[src/umdm_consts.svh]
// How it works
// - Send-request pin active low, software drivable
// - Send-request pin doubles as half-duplex direction
// - Clear-to-send low-active, readable, gates auto flow
// - Terminal-ready pin active low, software driven
// - Status inputs readable; only clear-to-send touches data path, by gating transmit
// - Multi-function pin shows one selected function
// - General output low while modem bit set
// - Modem control bits clear at reset
// - Baud function drives the sixteen-times clock
// - Receive-ready function gives low-active indication
// - Clock from oscillator input, copy driven out
// - Direction pin high receive, low transmit
`ifndef UMDM_CONSTS_SVH
`define UMDM_CONSTS_SVH

`define UMDM_REG_W 8
`define UMDM_REG_RESET 8'h00
// Modem control fields
`define UMDM_MCR_DTR 0
`define UMDM_MCR_RTS 1
`define UMDM_MCR_OP2 3
// Enhanced feature fields
`define UMDM_EFR_AUTO_RTS 6
`define UMDM_EFR_AUTO_CTS 7
// Feature control field
`define UMDM_FEATURE_CONTROL_REG_RS485 3
// Alternate function select field
`define UMDM_AFR_SEL_LSB 1
`define UMDM_AFR_SEL_MSB 2
`define UMDM_AFR_SEL_OP2 2'h0
`define UMDM_AFR_SEL_BAUD 2'h1
`define UMDM_AFR_SEL_RXRDY 2'h2
// Pin levels
`define UMDM_PIN_IDLE 1'b1
`define UMDM_PIN_ACTIVE 1'b0
`define UMDM_IN_PINS 4
`define UMDM_SYNC_RESET 4'hf

`endif

[src/umdm_pkg.sv]
`default_nettype none
package umdm_pkg;

  typedef enum logic [1:0] {
    MF_GPO,
    MF_BAUD,
    MF_RXRDY
  } umdm_mf_e;

  typedef enum logic {
    DIR_RX,
    DIR_TX
  } umdm_dir_e;

  // Active-high views of the low-active modem inputs
  typedef struct packed {
    logic ring;
    logic carrier;
    logic set_ready;
    logic clear_to_send;
  } umdm_status_s;

  typedef struct packed {
    logic req_to_send_n;
    logic terminal_ready_n;
    logic multi_function_n;
  } umdm_pins_s;

endpackage
`default_nettype wire

[src/umdm_pin_sync.sv]
`default_nettype none
module umdm_pin_sync #(
  parameter int WIDTH = 4,
  parameter logic [WIDTH-1:0] RESET_VAL = '1
) (
  // Clock and reset
  input wire logic clk,
  input wire logic sys_rst,
  // Pins and synchronised copy
  input wire logic [WIDTH-1:0] pin_in,
  output logic [WIDTH-1:0] sync_out
);

  if (WIDTH < 1) begin : g_width_check
    $error("umdm_pin_sync needs at least one pin");
  end

  logic [WIDTH-1:0] meta_q;
  logic [WIDTH-1:0] sync_q;

  // First stage feeds only the second stage
  for (genvar i = 0; i < WIDTH; i++) begin : g_bit
    always_ff @(posedge clk) begin
      if (sys_rst) begin
        meta_q[i] <= RESET_VAL[i];
        sync_q[i] <= RESET_VAL[i];
      end else begin
        meta_q[i] <= pin_in[i];
        sync_q[i] <= meta_q[i];
      end
    end
  end

  assign sync_out = sync_q;

endmodule
`default_nettype wire

[src/umdm_modem_pins.sv]
`include "umdm_consts.svh"
`default_nettype none
module umdm_modem_pins #(
  parameter int REG_W = `UMDM_REG_W
) (
  // Clock and reset
  input wire logic clk,
  input wire logic sys_rst,
  // Oscillator copy
  output logic osc_clock_out,
  // Register writes from the host port
  input wire logic mcr_wr,
  input wire logic efr_wr,
  input wire logic feature_control_reg_wr,
  input wire logic afr_wr,
  input wire logic [REG_W-1:0] reg_wdata,
  // Register readback
  output logic [REG_W-1:0] mcr_rdata,
  output logic [REG_W-1:0] efr_rdata,
  output logic [REG_W-1:0] feature_control_reg_rdata,
  output logic [REG_W-1:0] afr_rdata,
  // Modem inputs
  input wire logic clear_to_send_in_n,
  input wire logic set_ready_in_n,
  input wire logic carrier_detect_in_n,
  input wire logic ring_indicator_in_n,
  // Modem outputs
  output logic req_to_send_out_n,
  output logic terminal_ready_out_n,
  output logic multi_function_out_n,
  // Channel core side
  input wire logic baud16_in,
  input wire logic rx_ready_in,
  input wire logic rx_flow_halt_in,
  input wire logic tx_byte_load_in,
  input wire logic tx_done_in,
  output logic tx_allow_out,
  output umdm_pkg::umdm_status_s modem_status_out
);

  // Refused at elaboration: the highest field must fit in the register
  if (REG_W <= `UMDM_EFR_AUTO_CTS) begin : g_width_check
    $error("umdm_modem_pins register width too small");
  end

  ////////////////////////////////////////////////////////////////////////////////
  // Oscillator buffer: a flop cannot copy its own clock, so this one is a wire

  assign osc_clock_out = clk;

  ////////////////////////////////////////////////////////////////////////////////
  // Control registers

  logic [REG_W-1:0] mcr_q, mcr_d;
  logic [REG_W-1:0] efr_q, efr_d;
  logic [REG_W-1:0] feature_control_reg_q, feature_control_reg_d;
  logic [REG_W-1:0] afr_q, afr_d;

  always_comb begin
    mcr_d = mcr_q;
    efr_d = efr_q;
    feature_control_reg_d = feature_control_reg_q;
    afr_d = afr_q;
    if (mcr_wr) begin
      mcr_d = reg_wdata;
    end
    if (efr_wr) begin
      efr_d = reg_wdata;
    end
    if (feature_control_reg_wr) begin
      feature_control_reg_d = reg_wdata;
    end
    if (afr_wr) begin
      afr_d = reg_wdata;
    end
  end

  always_ff @(posedge clk) begin
    if (sys_rst) begin
      mcr_q <= REG_W'(`UMDM_REG_RESET);
      efr_q <= REG_W'(`UMDM_REG_RESET);
      feature_control_reg_q <= REG_W'(`UMDM_REG_RESET);
      afr_q <= REG_W'(`UMDM_REG_RESET);
    end else begin
      mcr_q <= mcr_d;
      efr_q <= efr_d;
      feature_control_reg_q <= feature_control_reg_d;
      afr_q <= afr_d;
    end
  end

  assign mcr_rdata = mcr_q;
  assign efr_rdata = efr_q;
  assign feature_control_reg_rdata = feature_control_reg_q;
  assign afr_rdata = afr_q;

  logic sw_rts, sw_dtr, sw_op2, auto_rts_en, auto_cts_en, rs485_en;
  logic [1:0] afr_sel;

  assign sw_rts = mcr_q[`UMDM_MCR_RTS];
  assign sw_dtr = mcr_q[`UMDM_MCR_DTR];
  assign sw_op2 = mcr_q[`UMDM_MCR_OP2];
  assign auto_rts_en = efr_q[`UMDM_EFR_AUTO_RTS];
  assign auto_cts_en = efr_q[`UMDM_EFR_AUTO_CTS];
  assign rs485_en = feature_control_reg_q[`UMDM_FEATURE_CONTROL_REG_RS485];
  assign afr_sel = afr_q[`UMDM_AFR_SEL_MSB:`UMDM_AFR_SEL_LSB];

  ////////////////////////////////////////////////////////////////////////////////
  // Input synchronisers

  logic [`UMDM_IN_PINS-1:0] pins_raw, pins_sync;

  assign pins_raw = {ring_indicator_in_n, carrier_detect_in_n,
                     set_ready_in_n, clear_to_send_in_n};

  umdm_pin_sync #(
    .WIDTH(`UMDM_IN_PINS),
    .RESET_VAL(`UMDM_SYNC_RESET)
  ) u_sync (
    .clk(clk),
    .sys_rst(sys_rst),
    .pin_in(pins_raw),
    .sync_out(pins_sync)
  );

  umdm_pkg::umdm_status_s status_now;

  // Low-active pins read as active-high status
  assign status_now = umdm_pkg::umdm_status_s'(~pins_sync);

  ////////////////////////////////////////////////////////////////////////////////
  // Half-duplex direction state

  umdm_pkg::umdm_dir_e dir_q, dir_d;

  always_comb begin
    dir_d = dir_q;
    unique case (dir_q)
      umdm_pkg::DIR_RX: begin
        if (tx_byte_load_in) begin
          dir_d = umdm_pkg::DIR_TX;
        end
      end
      umdm_pkg::DIR_TX: begin
        // A new byte in the same cycle keeps the line turned to transmit
        if (tx_done_in && !tx_byte_load_in) begin
          dir_d = umdm_pkg::DIR_RX;
        end
      end
    endcase
    if (!rs485_en) begin
      dir_d = umdm_pkg::DIR_RX;
    end
  end

  always_ff @(posedge clk) begin
    if (sys_rst) begin
      dir_q <= umdm_pkg::DIR_RX;
    end else begin
      dir_q <= dir_d;
    end
  end

  ////////////////////////////////////////////////////////////////////////////////
  // Multi-function select; the unused code falls back to general output

  umdm_pkg::umdm_mf_e mf_mode;

  always_comb begin
    unique case (afr_sel)
      `UMDM_AFR_SEL_BAUD: mf_mode = umdm_pkg::MF_BAUD;
      `UMDM_AFR_SEL_RXRDY: mf_mode = umdm_pkg::MF_RXRDY;
      default: mf_mode = umdm_pkg::MF_GPO;
    endcase
  end

  ////////////////////////////////////////////////////////////////////////////////
  // Output pins and core handshakes

  umdm_pkg::umdm_pins_s pins_q, pins_d;
  umdm_pkg::umdm_status_s status_q, status_d;
  logic tx_allow_q, tx_allow_d;

  always_comb begin
    pins_d = pins_q;
    // Auto mode only takes over once software has asserted the pin
    if (rs485_en) begin
      pins_d.req_to_send_n = (dir_q == umdm_pkg::DIR_TX) ?
                             `UMDM_PIN_ACTIVE : `UMDM_PIN_IDLE;
    end else if (auto_rts_en && sw_rts) begin
      pins_d.req_to_send_n = rx_flow_halt_in ?
                             `UMDM_PIN_IDLE : `UMDM_PIN_ACTIVE;
    end else begin
      pins_d.req_to_send_n = ~sw_rts;
    end
    pins_d.terminal_ready_n = ~sw_dtr;
    unique case (mf_mode)
      umdm_pkg::MF_GPO: pins_d.multi_function_n = ~sw_op2;
      umdm_pkg::MF_BAUD: pins_d.multi_function_n = baud16_in;
      umdm_pkg::MF_RXRDY: pins_d.multi_function_n = ~rx_ready_in;
    endcase
    status_d = status_now;
    tx_allow_d = !auto_cts_en || status_now.clear_to_send;
  end

  always_ff @(posedge clk) begin
    if (sys_rst) begin
      pins_q <= '{`UMDM_PIN_IDLE, `UMDM_PIN_IDLE, `UMDM_PIN_IDLE};
      status_q <= '0;
      tx_allow_q <= 1'b1;
    end else begin
      pins_q <= pins_d;
      status_q <= status_d;
      tx_allow_q <= tx_allow_d;
    end
  end

  assign req_to_send_out_n = pins_q.req_to_send_n;
  assign terminal_ready_out_n = pins_q.terminal_ready_n;
  assign multi_function_out_n = pins_q.multi_function_n;
  assign tx_allow_out = tx_allow_q;
  assign modem_status_out = status_q;

  ////////////////////////////////////////////////////////////////////////////////
  // Checks

  sw_rts_pin_a: assert property (@(posedge clk) disable iff (sys_rst)
    !$past(sys_rst) && !$past(rs485_en) && !$past(auto_rts_en)
    |-> req_to_send_out_n == !$past(sw_rts))
    else $error("send-request pin does not follow software bit");

  auto_rts_hold_a: assert property (@(posedge clk) disable iff (sys_rst)
    !$past(sys_rst) && !$past(rs485_en) && $past(auto_rts_en) && $past(sw_rts)
    |-> req_to_send_out_n == $past(rx_flow_halt_in))
    else $error("auto send-request does not track receiver halt");

  dir_pin_a: assert property (@(posedge clk) disable iff (sys_rst)
    !$past(sys_rst) && $past(rs485_en)
    |-> req_to_send_out_n == ($past(dir_q) == umdm_pkg::DIR_RX))
    else $error("direction pin level wrong for line state");

  dir_load_a: assert property (@(posedge clk) disable iff (sys_rst)
    rs485_en && feature_control_reg_q == $past(feature_control_reg_q) && tx_byte_load_in ##1 rs485_en
    |-> ##1 !req_to_send_out_n)
    else $error("byte load did not turn line to transmit");

  cts_gate_a: assert property (@(posedge clk) disable iff (sys_rst)
    !$past(sys_rst, 3) && !$past(sys_rst) && $past(auto_cts_en)
    |-> tx_allow_out == !$past(clear_to_send_in_n, 3))
    else $error("clear-to-send gate wrong");

  dtr_pin_a: assert property (@(posedge clk) disable iff (sys_rst)
    !$past(sys_rst) |-> terminal_ready_out_n == !$past(mcr_q[`UMDM_MCR_DTR]))
    else $error("terminal-ready pin does not follow software bit");

  status_view_a: assert property (@(posedge clk) disable iff (sys_rst)
    !$past(sys_rst, 3) && !$past(sys_rst)
    |-> modem_status_out.ring == !$past(ring_indicator_in_n, 3)
        && modem_status_out.carrier == !$past(carrier_detect_in_n, 3)
        && modem_status_out.set_ready == !$past(set_ready_in_n, 3)
        && modem_status_out.clear_to_send == !$past(clear_to_send_in_n, 3))
    else $error("modem status does not reflect pins");

  op2_pin_a: assert property (@(posedge clk) disable iff (sys_rst)
    !$past(sys_rst) && $past(afr_sel) == `UMDM_AFR_SEL_OP2
    |-> multi_function_out_n == !$past(sw_op2))
    else $error("general output level wrong");

  mcr_reset_a: assert property (@(posedge clk)
    $past(sys_rst) |-> mcr_q == REG_W'(`UMDM_REG_RESET) && multi_function_out_n)
    else $error("modem control not cleared by reset");

  baud_pin_a: assert property (@(posedge clk) disable iff (sys_rst)
    !$past(sys_rst) && $past(afr_sel) == `UMDM_AFR_SEL_BAUD
    |-> multi_function_out_n == $past(baud16_in))
    else $error("baud clock not on multi-function pin");

  rxrdy_pin_a: assert property (@(posedge clk) disable iff (sys_rst)
    !$past(sys_rst) && $past(afr_sel) == `UMDM_AFR_SEL_RXRDY
    |-> multi_function_out_n == !$past(rx_ready_in))
    else $error("receive-ready indication wrong");

  // Software bit off must win over the automatic request
  rts_refused_a: assert property (@(posedge clk) disable iff (sys_rst)
    !$past(sys_rst) && !$past(rs485_en) && !$past(sw_rts)
    |-> req_to_send_out_n)
    else $error("send-request pin asserted without software bit");

  dir_done_a: assert property (@(posedge clk) disable iff (sys_rst)
    rs485_en && tx_done_in && !tx_byte_load_in ##1 rs485_en
    |-> ##1 req_to_send_out_n)
    else $error("line not turned to receive after last stop bit");

  dir_idle_a: assert property (@(posedge clk) disable iff (sys_rst)
    !$past(sys_rst) && !$past(rs485_en) |-> dir_q == umdm_pkg::DIR_RX)
    else $error("direction state not in receive while mode is off");

  tx_free_a: assert property (@(posedge clk) disable iff (sys_rst)
    !$past(sys_rst) && !$past(auto_cts_en) |-> tx_allow_out)
    else $error("transmit blocked while clear-to-send gating is off");

endmodule
`default_nettype wire

[config.mk]
export PLATFORM = sky130hd
export DESIGN_NAME = umdm_modem_pins
export DESIGN_NICKNAME = d
export VERILOG_FILES = /design/src/umdm_pkg.sv /design/src/umdm_pin_sync.sv /design/src/umdm_modem_pins.sv
export VERILOG_INCLUDE_DIRS = /design/src /design/src/src
export SDC_FILE = /design/constraint.sdc
export NUM_CORES = 1
export LEC_CHECK = 0
export BUFFER_PORTS_ARGS = -buffer_cell sky130_fd_sc_hd__buf_2
export CAP_MARGIN = 5
export CORE_AREA = 4 4 82 84
export DETAILED_ROUTE_END_ITERATION = 16
export DIE_AREA = 0 0 86 88
export HOLD_SLACK_MARGIN = 0.12
export PLACE_DENSITY = 0.55
export SYNTH_ARGS = -nofsm -noshare
export SYNTH_HDL_FRONTEND = slang
export SYNTH_HIERARCHICAL = 1
export SYNTH_SLANG_ARGS = --single-unit
export TNS_END_PERCENT = 10
[constraint.sdc]
create_clock -name clk -period 2.5 [get_ports clk]
set_input_delay 0.5 -clock clk [delete_from_list [all_inputs] [get_ports clk]]
set_output_delay 0.5 -clock clk [all_outputs]
set_load 0.03 [all_outputs]
### After elaboration in Yosys (flattened, before gate mapping)

Index checks and enable logic that the tools add are counted.
Widths: inputs -> output; s select.

* output and inout bits: 41
* register bits after elaboration: 49

* bitwise gates (word level): 7
* reductions and logical operators: 7
* equality and inequality tests: 4
* multiplexer cells: 9

Operators with widths (count)
* $mux 1: 6
* $not 1->1: 6
* $eq 2x1->1 const B: 2
* $eq 2x2->1 const B: 2
* $not 4->4: 1
* $pmux 2 s2: 1
* $pmux 1 s3: 1
* $logic_and 1x1->1: 2
* $logic_not 1->1: 2
* $logic_not 2->1: 1
* $pmux 1 s2: 1
* $reduce_or 2->1: 1
* $logic_or 1x1->1: 1

### Longest topological paths before layout

Gate-level depths: netlist of run 1.

* depth after elaboration: 4
* mapped depth: 4
* mapped depth without buffers: 4

### By module

The synthesis of run 1 kept the hierarchy.

By module, submodules not included
* umdm_modem_pins: instances 1, cells each 135, area each 1441.4 µm²
* umdm_pin_sync: instances 1, cells each 16, area each 210.2 µm²

==> impl_metrics.yaml, run 1 <==
outcome:
  status: "completed"
floorplanning:
  fp.dieW_um: 86
  core_area_mm2: 0.00592
  rows: 28
  io_pins: 64
  fp.dieH_um: 88
  initial_core_util_pct: 27.9
  dieArea_mm2: 0.00757
detailed_routing:
  route.met2.wl_mm: 1.66
  antenna_left: 0
  wl_per_cell_um: 12.6
  drt_iter0_markers: 43
  drt_wl_total_mm: 3.68
  viasPerCell: 4.13
  maxUsedRoutingLayer: "met4"
  wl_met1_mm: 1.69
  drc: 0
  met3_wirelength_um: 274
  num_vias: 1202
  first_pass_iters: 2
sta:
  finClkSkew_ns: 0.00456
  finalMaxSlewViolations: 0
  tightest_slew_ns: 0.858
  setup_violations: 0
  slew_headroom_pct: 42.8
  finalHoldViolations: 0
  tns_ns: 0
  grt_setup_unrepaired: "no"
setup_path:
  cp_slowest_stage_delay_ns: 0.16
  reg2reg_slack_ns: 1.22
  path_class: "clk -> out"
  worstSetupEndpointType: "primary output"
  critical_path_required_ns: 2.00
  critical-path-top-delay-family: "buffers and inverters"
  critPathBufInv: 3
  cpMostUsedCell: "clkbuf_8"
  critical_path_arrival_ns: 1.64
  cp_max_fo: 2
  cp_slowest_cell: "buf_2"
  path_cells: "clkbuf_8, clkbuf_8, buf_2"
  start_kind: "clock port"
place:
  dp_hpwl_mm: 2.43
  placedCellCount: 280
  placedInstanceArea_mm2: 0.00201
  io_buffers: 63
  gp_congestion: 0.612
cells_and_area:
  final_cell_area_mm2: 0.00216
  drive_gt1_share_pct: 33.8
  nets: 240
  final_common_cell: "buf_2"
  num_antenna_cells: 0
  fillerInstances: 626
  area.growth.synth_to_final_pct: 30.7
  final_cell_mix: "63 x buf_2, 49 x dfxtp_1, 36 x nor2_1"
  fin_cells: 291
  final_util_pct: 36.5
synth:
  synth_cells: 151
  yosys_warnings: 6
  ys_ff_latch: 49
  syn_area_mm2: 0.00165
  syn-num-nets: 176
  synthArstFlopShare_pct: 0
  syn_area_per_cell_um2: 10.9
  ys.flop_type: "dfxtp_1"
  synth.distinct_cells: 16
  ys_seq_area_share_pct: 59.4
  synth_edf_count: 0
worst_hold_path:
  hold_path.class: "in -> reg"
pwr:
  powerDensity_mw_per_mm2: 828
  power_mw: 1.79
  vdd_drop_max_mv: 0.535
  p_leak_nw: 1.08
clocking:
  postCtsHoldBufs: 0
  path_clk_slew_ns: 0.09
  cts_resized: 0
  cts_tree: "yes"
  insertion_delay_ns: 0.40
  cts_setup_buffers: 0
grt:
  grt_usage_pct: 10.4
  grt_max_degree: 50
  antenna_found_initial: 0
  grt_pass1_vias: 1169
  grt_pass1_wl_mm: 5.80
  grt-ovfl-total: 0
run:
  drv_cap: 0
[cells in the mapped netlist (2+ instances only)]
master    instances  share of area, %
dfxtp_1          49                59
nor2_1           36               8.2
mux2i_1          32                19
or2_1             8               3.0
buf_4             5               2.3
inv_1             4              0.91
nand2_1           3              0.68
a21o_1            2              0.91
buf_1             2              0.45
buf_2             2              0.61
ha_1              2               1.5
nand3b_1          2              0.91
[routing by layer]
metal  track usage (%)  vias up
li1                  -      617
met5                 0        -
met2              15.8       42
met1              12.6      536
met3              4.05        7
met4              5.47        0
[registers in the layout, summed over array words and instances, names as in the netlist]
register / count
multi_function_out_n: 1
u_sync/meta_q: 4
dir_q: 1
tx_allow_out: 1
u_sync/sync_out: 4
modem_status_out: 4
efr_rdata: 8
feature_control_reg_rdata: 8
terminal_ready_out_n: 1
req_to_send_out_n: 1
afr_rdata: 8
mcr_rdata: 8
[cell families after synthesis]
kind of cell    synth area share [%]
flops                           59.4
compound gates                  1.82
buf+inv                         4.24
fa+ha+maj                       1.51
simple gates                    13.6
mux                             19.4
[power breakdown]
group | internal [mW] | total [mW] | switching [mW]
Sequential | 0.822 | 0.842 | 0.0200
Clock | 0.413 | 0.730 | 0.316
Combinational | 0.0749 | 0.216 | 0.141
[worst paths after layout]
| path | endpoint | cells past startpoint | from |
|---|---|---|---|
| setup / recovery | osc_clock_out | 3 | clk |
| hold / removal | u_sync/meta_q[3]$_SDFF_PP1_ | 2 | ring_indicator_in_n |
| setup reg to reg | multi_function_out_n$_SDFF_PP1_ | 4 | afr_rdata[1]$_SDFFE_PP0P_ |
| hold reg to reg | modem_status_out[3]$_SDFF_PP0_ | 1 | u_sync/sync_out[3]$_SDFF_PP1_ |
[area by class of cell]
class | instances | area, µm² | share of cell area (%)
Clock inverter | 2 | 38.8 | 1.80
Inverter | 4 | 15.0 | 0.696
Timing Repair Buffer | 62 | 310 | 14.4
Sequential cell | 49 | 981 | 45.4
Multi-Input combinational cell | 89 | 601 | 27.8
Clock buffer | 10 | 119 | 5.51
Tap cell | 75 | 93.8 | 4.35
[per-stage QoR]
step                      hold slack, ns  worst slack [ns]
after floorplan                    0.368             0.605
after global placement             0.373             0.596
after CTS                          0.252             0.353
after detailed placement           0.373             0.596
final                              0.266             0.360
after global routing               0.246             0.350
Power figures use the tool's default switching activity.
==> run 2, diff against run 1 <==
CORE_AREA = 2 2 80 82   (was 4 4 82 84)
DIE_AREA = 0 0 82 84   (was 0 0 86 88)
PLACE_DENSITY = 0.57   (was 0.55)
SKIP_LAST_GASP = 1   (was default)
clock period = 1.9 ns   (was 2.5 ns; I/O delays follow)
==> impl_metrics.yaml, run 2 (synthesized netlist as in run 1, its figures left out) <==
grt:
  grt-ovfl-total: 0
  grt_util_met1_pct: 13.0
  grt_pass1_wl_mm: 5.55
  antenna_found_initial: 0
  grt.busiest_layer: "met2"
  grt_util_met3_pct: 5.74
  grt_max_degree: 31
  grt_pass1_vias: 1120
  grt_usage_pct: 11.2
  grt_use_met2_pct: 17.0
cells_and_area:
  area.growth.synth_to_final_pct: 31.1
  fillerInstances: 678
  final_util_pct: 35.5
  multi_input_area_um2: 601
  final_common_cell: "buf_2"
  final_cell_mix: "63 x buf_2, 49 x dfxtp_1, 36 x nor2_1"
  regArea_um2: 981
  num_antenna_cells: 0
  final_cell_area_mm2: 0.00216
  nets: 241
  drive_gt1_share_pct: 34.6
sta:
  slew_headroom_pct: 65.2
  tns_ns: 0
  finalMaxSlewViolations: 0
  grt_setup_unrepaired: "no"
  setup_violations: 0
  finalHoldViolations: 0
  worst_hold_slack_ns: 0.148
  finClkSkew_ns: 0.00337
  tightest_slew_ns: 0.522
place:
  placedInstanceArea_mm2: 0.00203
  io_buffers: 63
  gp_congestion: 0.659
  dp_hpwl_mm: 2.47
floorplanning:
  core_area_mm2: 0.00610
  dieArea_mm2: 0.00689
  io_pins: 64
  rows: 29
  fp.dieH_um: 84
  fp.dieW_um: 82
  initial_core_util_pct: 27.1
clocking:
  cts_setup_buffers: 0
  insertion_delay_ns: 0.40
  path_clk_slew_ns: 0.10
  cts_tree: "yes"
  postCtsHoldBufs: 0
  cts_resized: 0
detailed_routing:
  drc: 0
  drt_wl_total_mm: 3.59
  first_pass_iters: 4
  drt_iter0_markers: 25
  num_vias: 1223
  wl_per_cell_um: 12.2
  antenna_left: 0
  viasPerCell: 4.16
setup_path:
  cp_slowest_cell: "buf_2"
  cp_max_fo: 2
  reg2reg_depth: 4
  critical_path_arrival_ns: 1.34
  critical_path_required_ns: 1.52
  cpMostUsedCell: "clkbuf_8"
  path_cells: "clkbuf_8, clkbuf_8, buf_2"
  path_class: "clk -> out"
  start_kind: "clock port"
  worstSetupEndpointType: "primary output"
  cp_slowest_stage_delay_ns: 0.16
pwr:
  p_leak_nw: 1.08
  power_mw: 2.25
  vdd_drop_max_mv: 0.858
  powerDensity_mw_per_mm2: 1040
run:
  drv_cap: 0
worst_hold_path:
  hold_path.class: "in -> reg"
  whs_path_depth: 2
outcome:
  status: "completed"
run 2: changes by cell type in the layout (fill, tap and decap cells not counted), sizes merged:
cell    before  now
buf         63   64
bufinv       1    0
clkbuf       9    8
clkinv       1    2
inv          4    5
run 2: worst paths after layout:
check | from | end | slack [ns]
max reg2reg | afr_rdata[1]$_SDFFE_PP0P_ | multi_function_out_n$_SDFF_PP1_ | 0.63
min | carrier_detect_in_n | u_sync/meta_q[2]$_SDFF_PP1_ | 0.15
min reg2reg | u_sync/sync_out[2]$_SDFF_PP1_ | modem_status_out[2]$_SDFF_PP0_ | 0.39
max | clk | osc_clock_out | 0.18
run 2: final cells by class:
class / instances / area share [%]
flip-flops and latches: 49 / 45.3
well taps: 77 / 4.45
multi-input cells: 89 / 27.7
clock inverters: 3 / 1.21
inverters: 4 / 0.694
clock buffers: 9 / 5.32
repair buffers: 63 / 15.3
run 2: report_power, final:
group          total (mW)  internal [mW]  switching, mW
logic               0.288          0.102          0.185
registers            1.11           1.08         0.0265
clock network       0.851          0.417          0.435
total                2.25           1.60          0.646
run 2: stage by stage:
stage,std cells,worst slack [ns]
3_3_place_gp,283,0.416
4_1_cts,294,0.179
2_1_floorplan,151,0.425
5_1_grt,294,0.175
6_report,294,0.183
3_5_place_dp,283,0.416
run 2: routing by layer:
| metal | wire [µm] | up-vias |
|---|---|---|
| met5 | 0 | - |
| met2 | 1700 | 44 |
| met4 | 35 | 0 |
| met3 | 284 | 3 |
| met1 | 1570 | 561 |
| li1 | - | 615 |
run 2: worst max-delay path, delay by kind of cell:
family / cells / cell delay [ns]
buffers and inverters: 3 / 0.38
==> run 3, diff against run 2 <==
CORE_AREA = 10 10 88 90   (was 2 2 80 82)
CTS_CLUSTER_SIZE = 30   (was default)
DIE_AREA = 0 0 98 100   (was 0 0 82 84)
==> impl_metrics.yaml, run 3 (synthesized netlist as in run 1, its figures left out) <==
sta:
  slew_headroom_pct: 44.2
  finClkSkew_ns: 0.00237
  tns_ns: 0
  finalMaxSlewViolations: 0
  tightest_slew_ns: 0.837
  setup_violations: 0
  finalHoldViolations: 0
  grt_setup_unrepaired: "no"
clocking:
  postCtsHoldBufs: 0
  cts_setup_buffers: 0
  insertion_delay_ns: 0.39
  path_clk_slew_ns: 0.08
  cts_tree: "yes"
  cts_resized: 0
cells_and_area:
  num_antenna_cells: 0
  drive_gt1_share_pct: 33.6
  final_util_pct: 34.6
  final_common_cell: "buf_2"
  final_cell_mix: "63 x buf_2, 49 x dfxtp_1, 36 x nor2_1"
  area.growth.synth_to_final_pct: 28.6
  final_cell_area_mm2: 0.00212
  nets: 240
  fin_cells: 291
run:
  drv_cap: 0
floorplanning:
  fp.dieW_um: 98
  fp.dieH_um: 100
  initial_core_util_pct: 26.9
  dieArea_mm2: 0.00980
  rows: 29
  io_pins: 64
  core_area_mm2: 0.00613
pwr:
  p_clk_share_pct: 36.0
  combPwrFrac_pct: 13.1
  p_switching_uw: 605
  seqPwrFrac_pct: 50.9
  vdd_drop_max_mv: 0.773
  swShare_pct: 27.8
  p_leak_nw: 1.06
  p_int_mw: 1.57
  powerDensity_mw_per_mm2: 1020
grt:
  grt_pass1_vias: 1274
  grt_pass1_wl_mm: 6.57
  antenna_found_initial: 0
  grt_usage_pct: 8.43
  grt_max_degree: 50
  grt-ovfl-total: 0
detailed_routing:
  wl_per_cell_um: 13.7
  drc: 0
  antenna_left: 0
  viasPerCell: 4.22
  drt_iter0_markers: 16
  drt_wl_total_mm: 3.99
  num_vias: 1228
  first_pass_iters: 3
setup_path:
  worstSetupEndpointType: "primary output"
  critical_path_arrival_ns: 1.34
  start_kind: "clock port"
  path_class: "clk -> out"
  critical_path_required_ns: 1.52
  cp_max_fo: 2
place:
  dp_hpwl_mm: 2.83
  io_buffers: 63
  placedInstanceArea_mm2: 0.00201
  placedCellCount: 282
  gp_congestion: 0.640
worst_hold_path:
  hold_path.class: "in -> reg"
outcome:
  status: "completed"
## run 3: cell count changes in the layout (fill, tap and decap cells not counted), sizes merged
cell    change
buf         -1
clkinv      -1
inv         -1
## run 3: power by group through the flow
stage | combinational (mW) | clock (mW) | sequential, mW
final | 0.285 | 0.783 | 1.11
after global routing | 0.312 | 0.885 | 1.12
after CTS | 0.292 | 0.828 | 1.11
after detailed placement | 0.291 | 0.0663 | 1.13
after global placement | 0.288 | 0.0663 | 1.13
after floorplan | 0.102 | 0.0788 | 1.22
## run 3: layout make-up
type	instances	area (µm²)
sequential	49	981
clock inverter	1	5.00
clock buffer	9	115
timing repair buffer	62	310
tap	77	96.3
inverter	4	15.0
fill	641	4010
multi-input combinational	89	601
## run 3: worst max-delay path, cell delays in order
cell	delay, ns
clkbuf_8	0.11
clkbuf_8	0.12
buf_2	0.17
## run 3: layer usage
layer	vias up	routed length [µm]	GRT usage, %
met4	0	54	3.91
met5	-	0	0
met2	43	1870	12.8
li1	613	-	-
met3	8	349	4.88
met1	564	1710	9.33
## run 3: final timing paths
check                           slack [ns]  cells after the start                              end                           from
worst max-delay path                  0.18                      3                    osc_clock_out                            clk
worst min-delay path                  0.16                      2      u_sync/meta_q[1]$_SDFF_PP1_                 set_ready_in_n
worst max register to register        0.63                      4  multi_function_out_n$_SDFF_PP1_      afr_rdata[1]$_SDFFE_PP0P_
worst min register to register        0.38                      1   modem_status_out[1]$_SDFF_PP0_  u_sync/sync_out[1]$_SDFF_PP1_
## run 3: metrics by stage
stage	setup WS, ns	power, mW	hold WS (ns)
floorplan	0.425	1.40	0.368
global placement	0.416	1.49	0.371
detailed placement	0.416	1.49	0.372
CTS	0.169	2.23	0.143
global route	0.165	2.31	0.140
finish	0.176	2.18	0.159
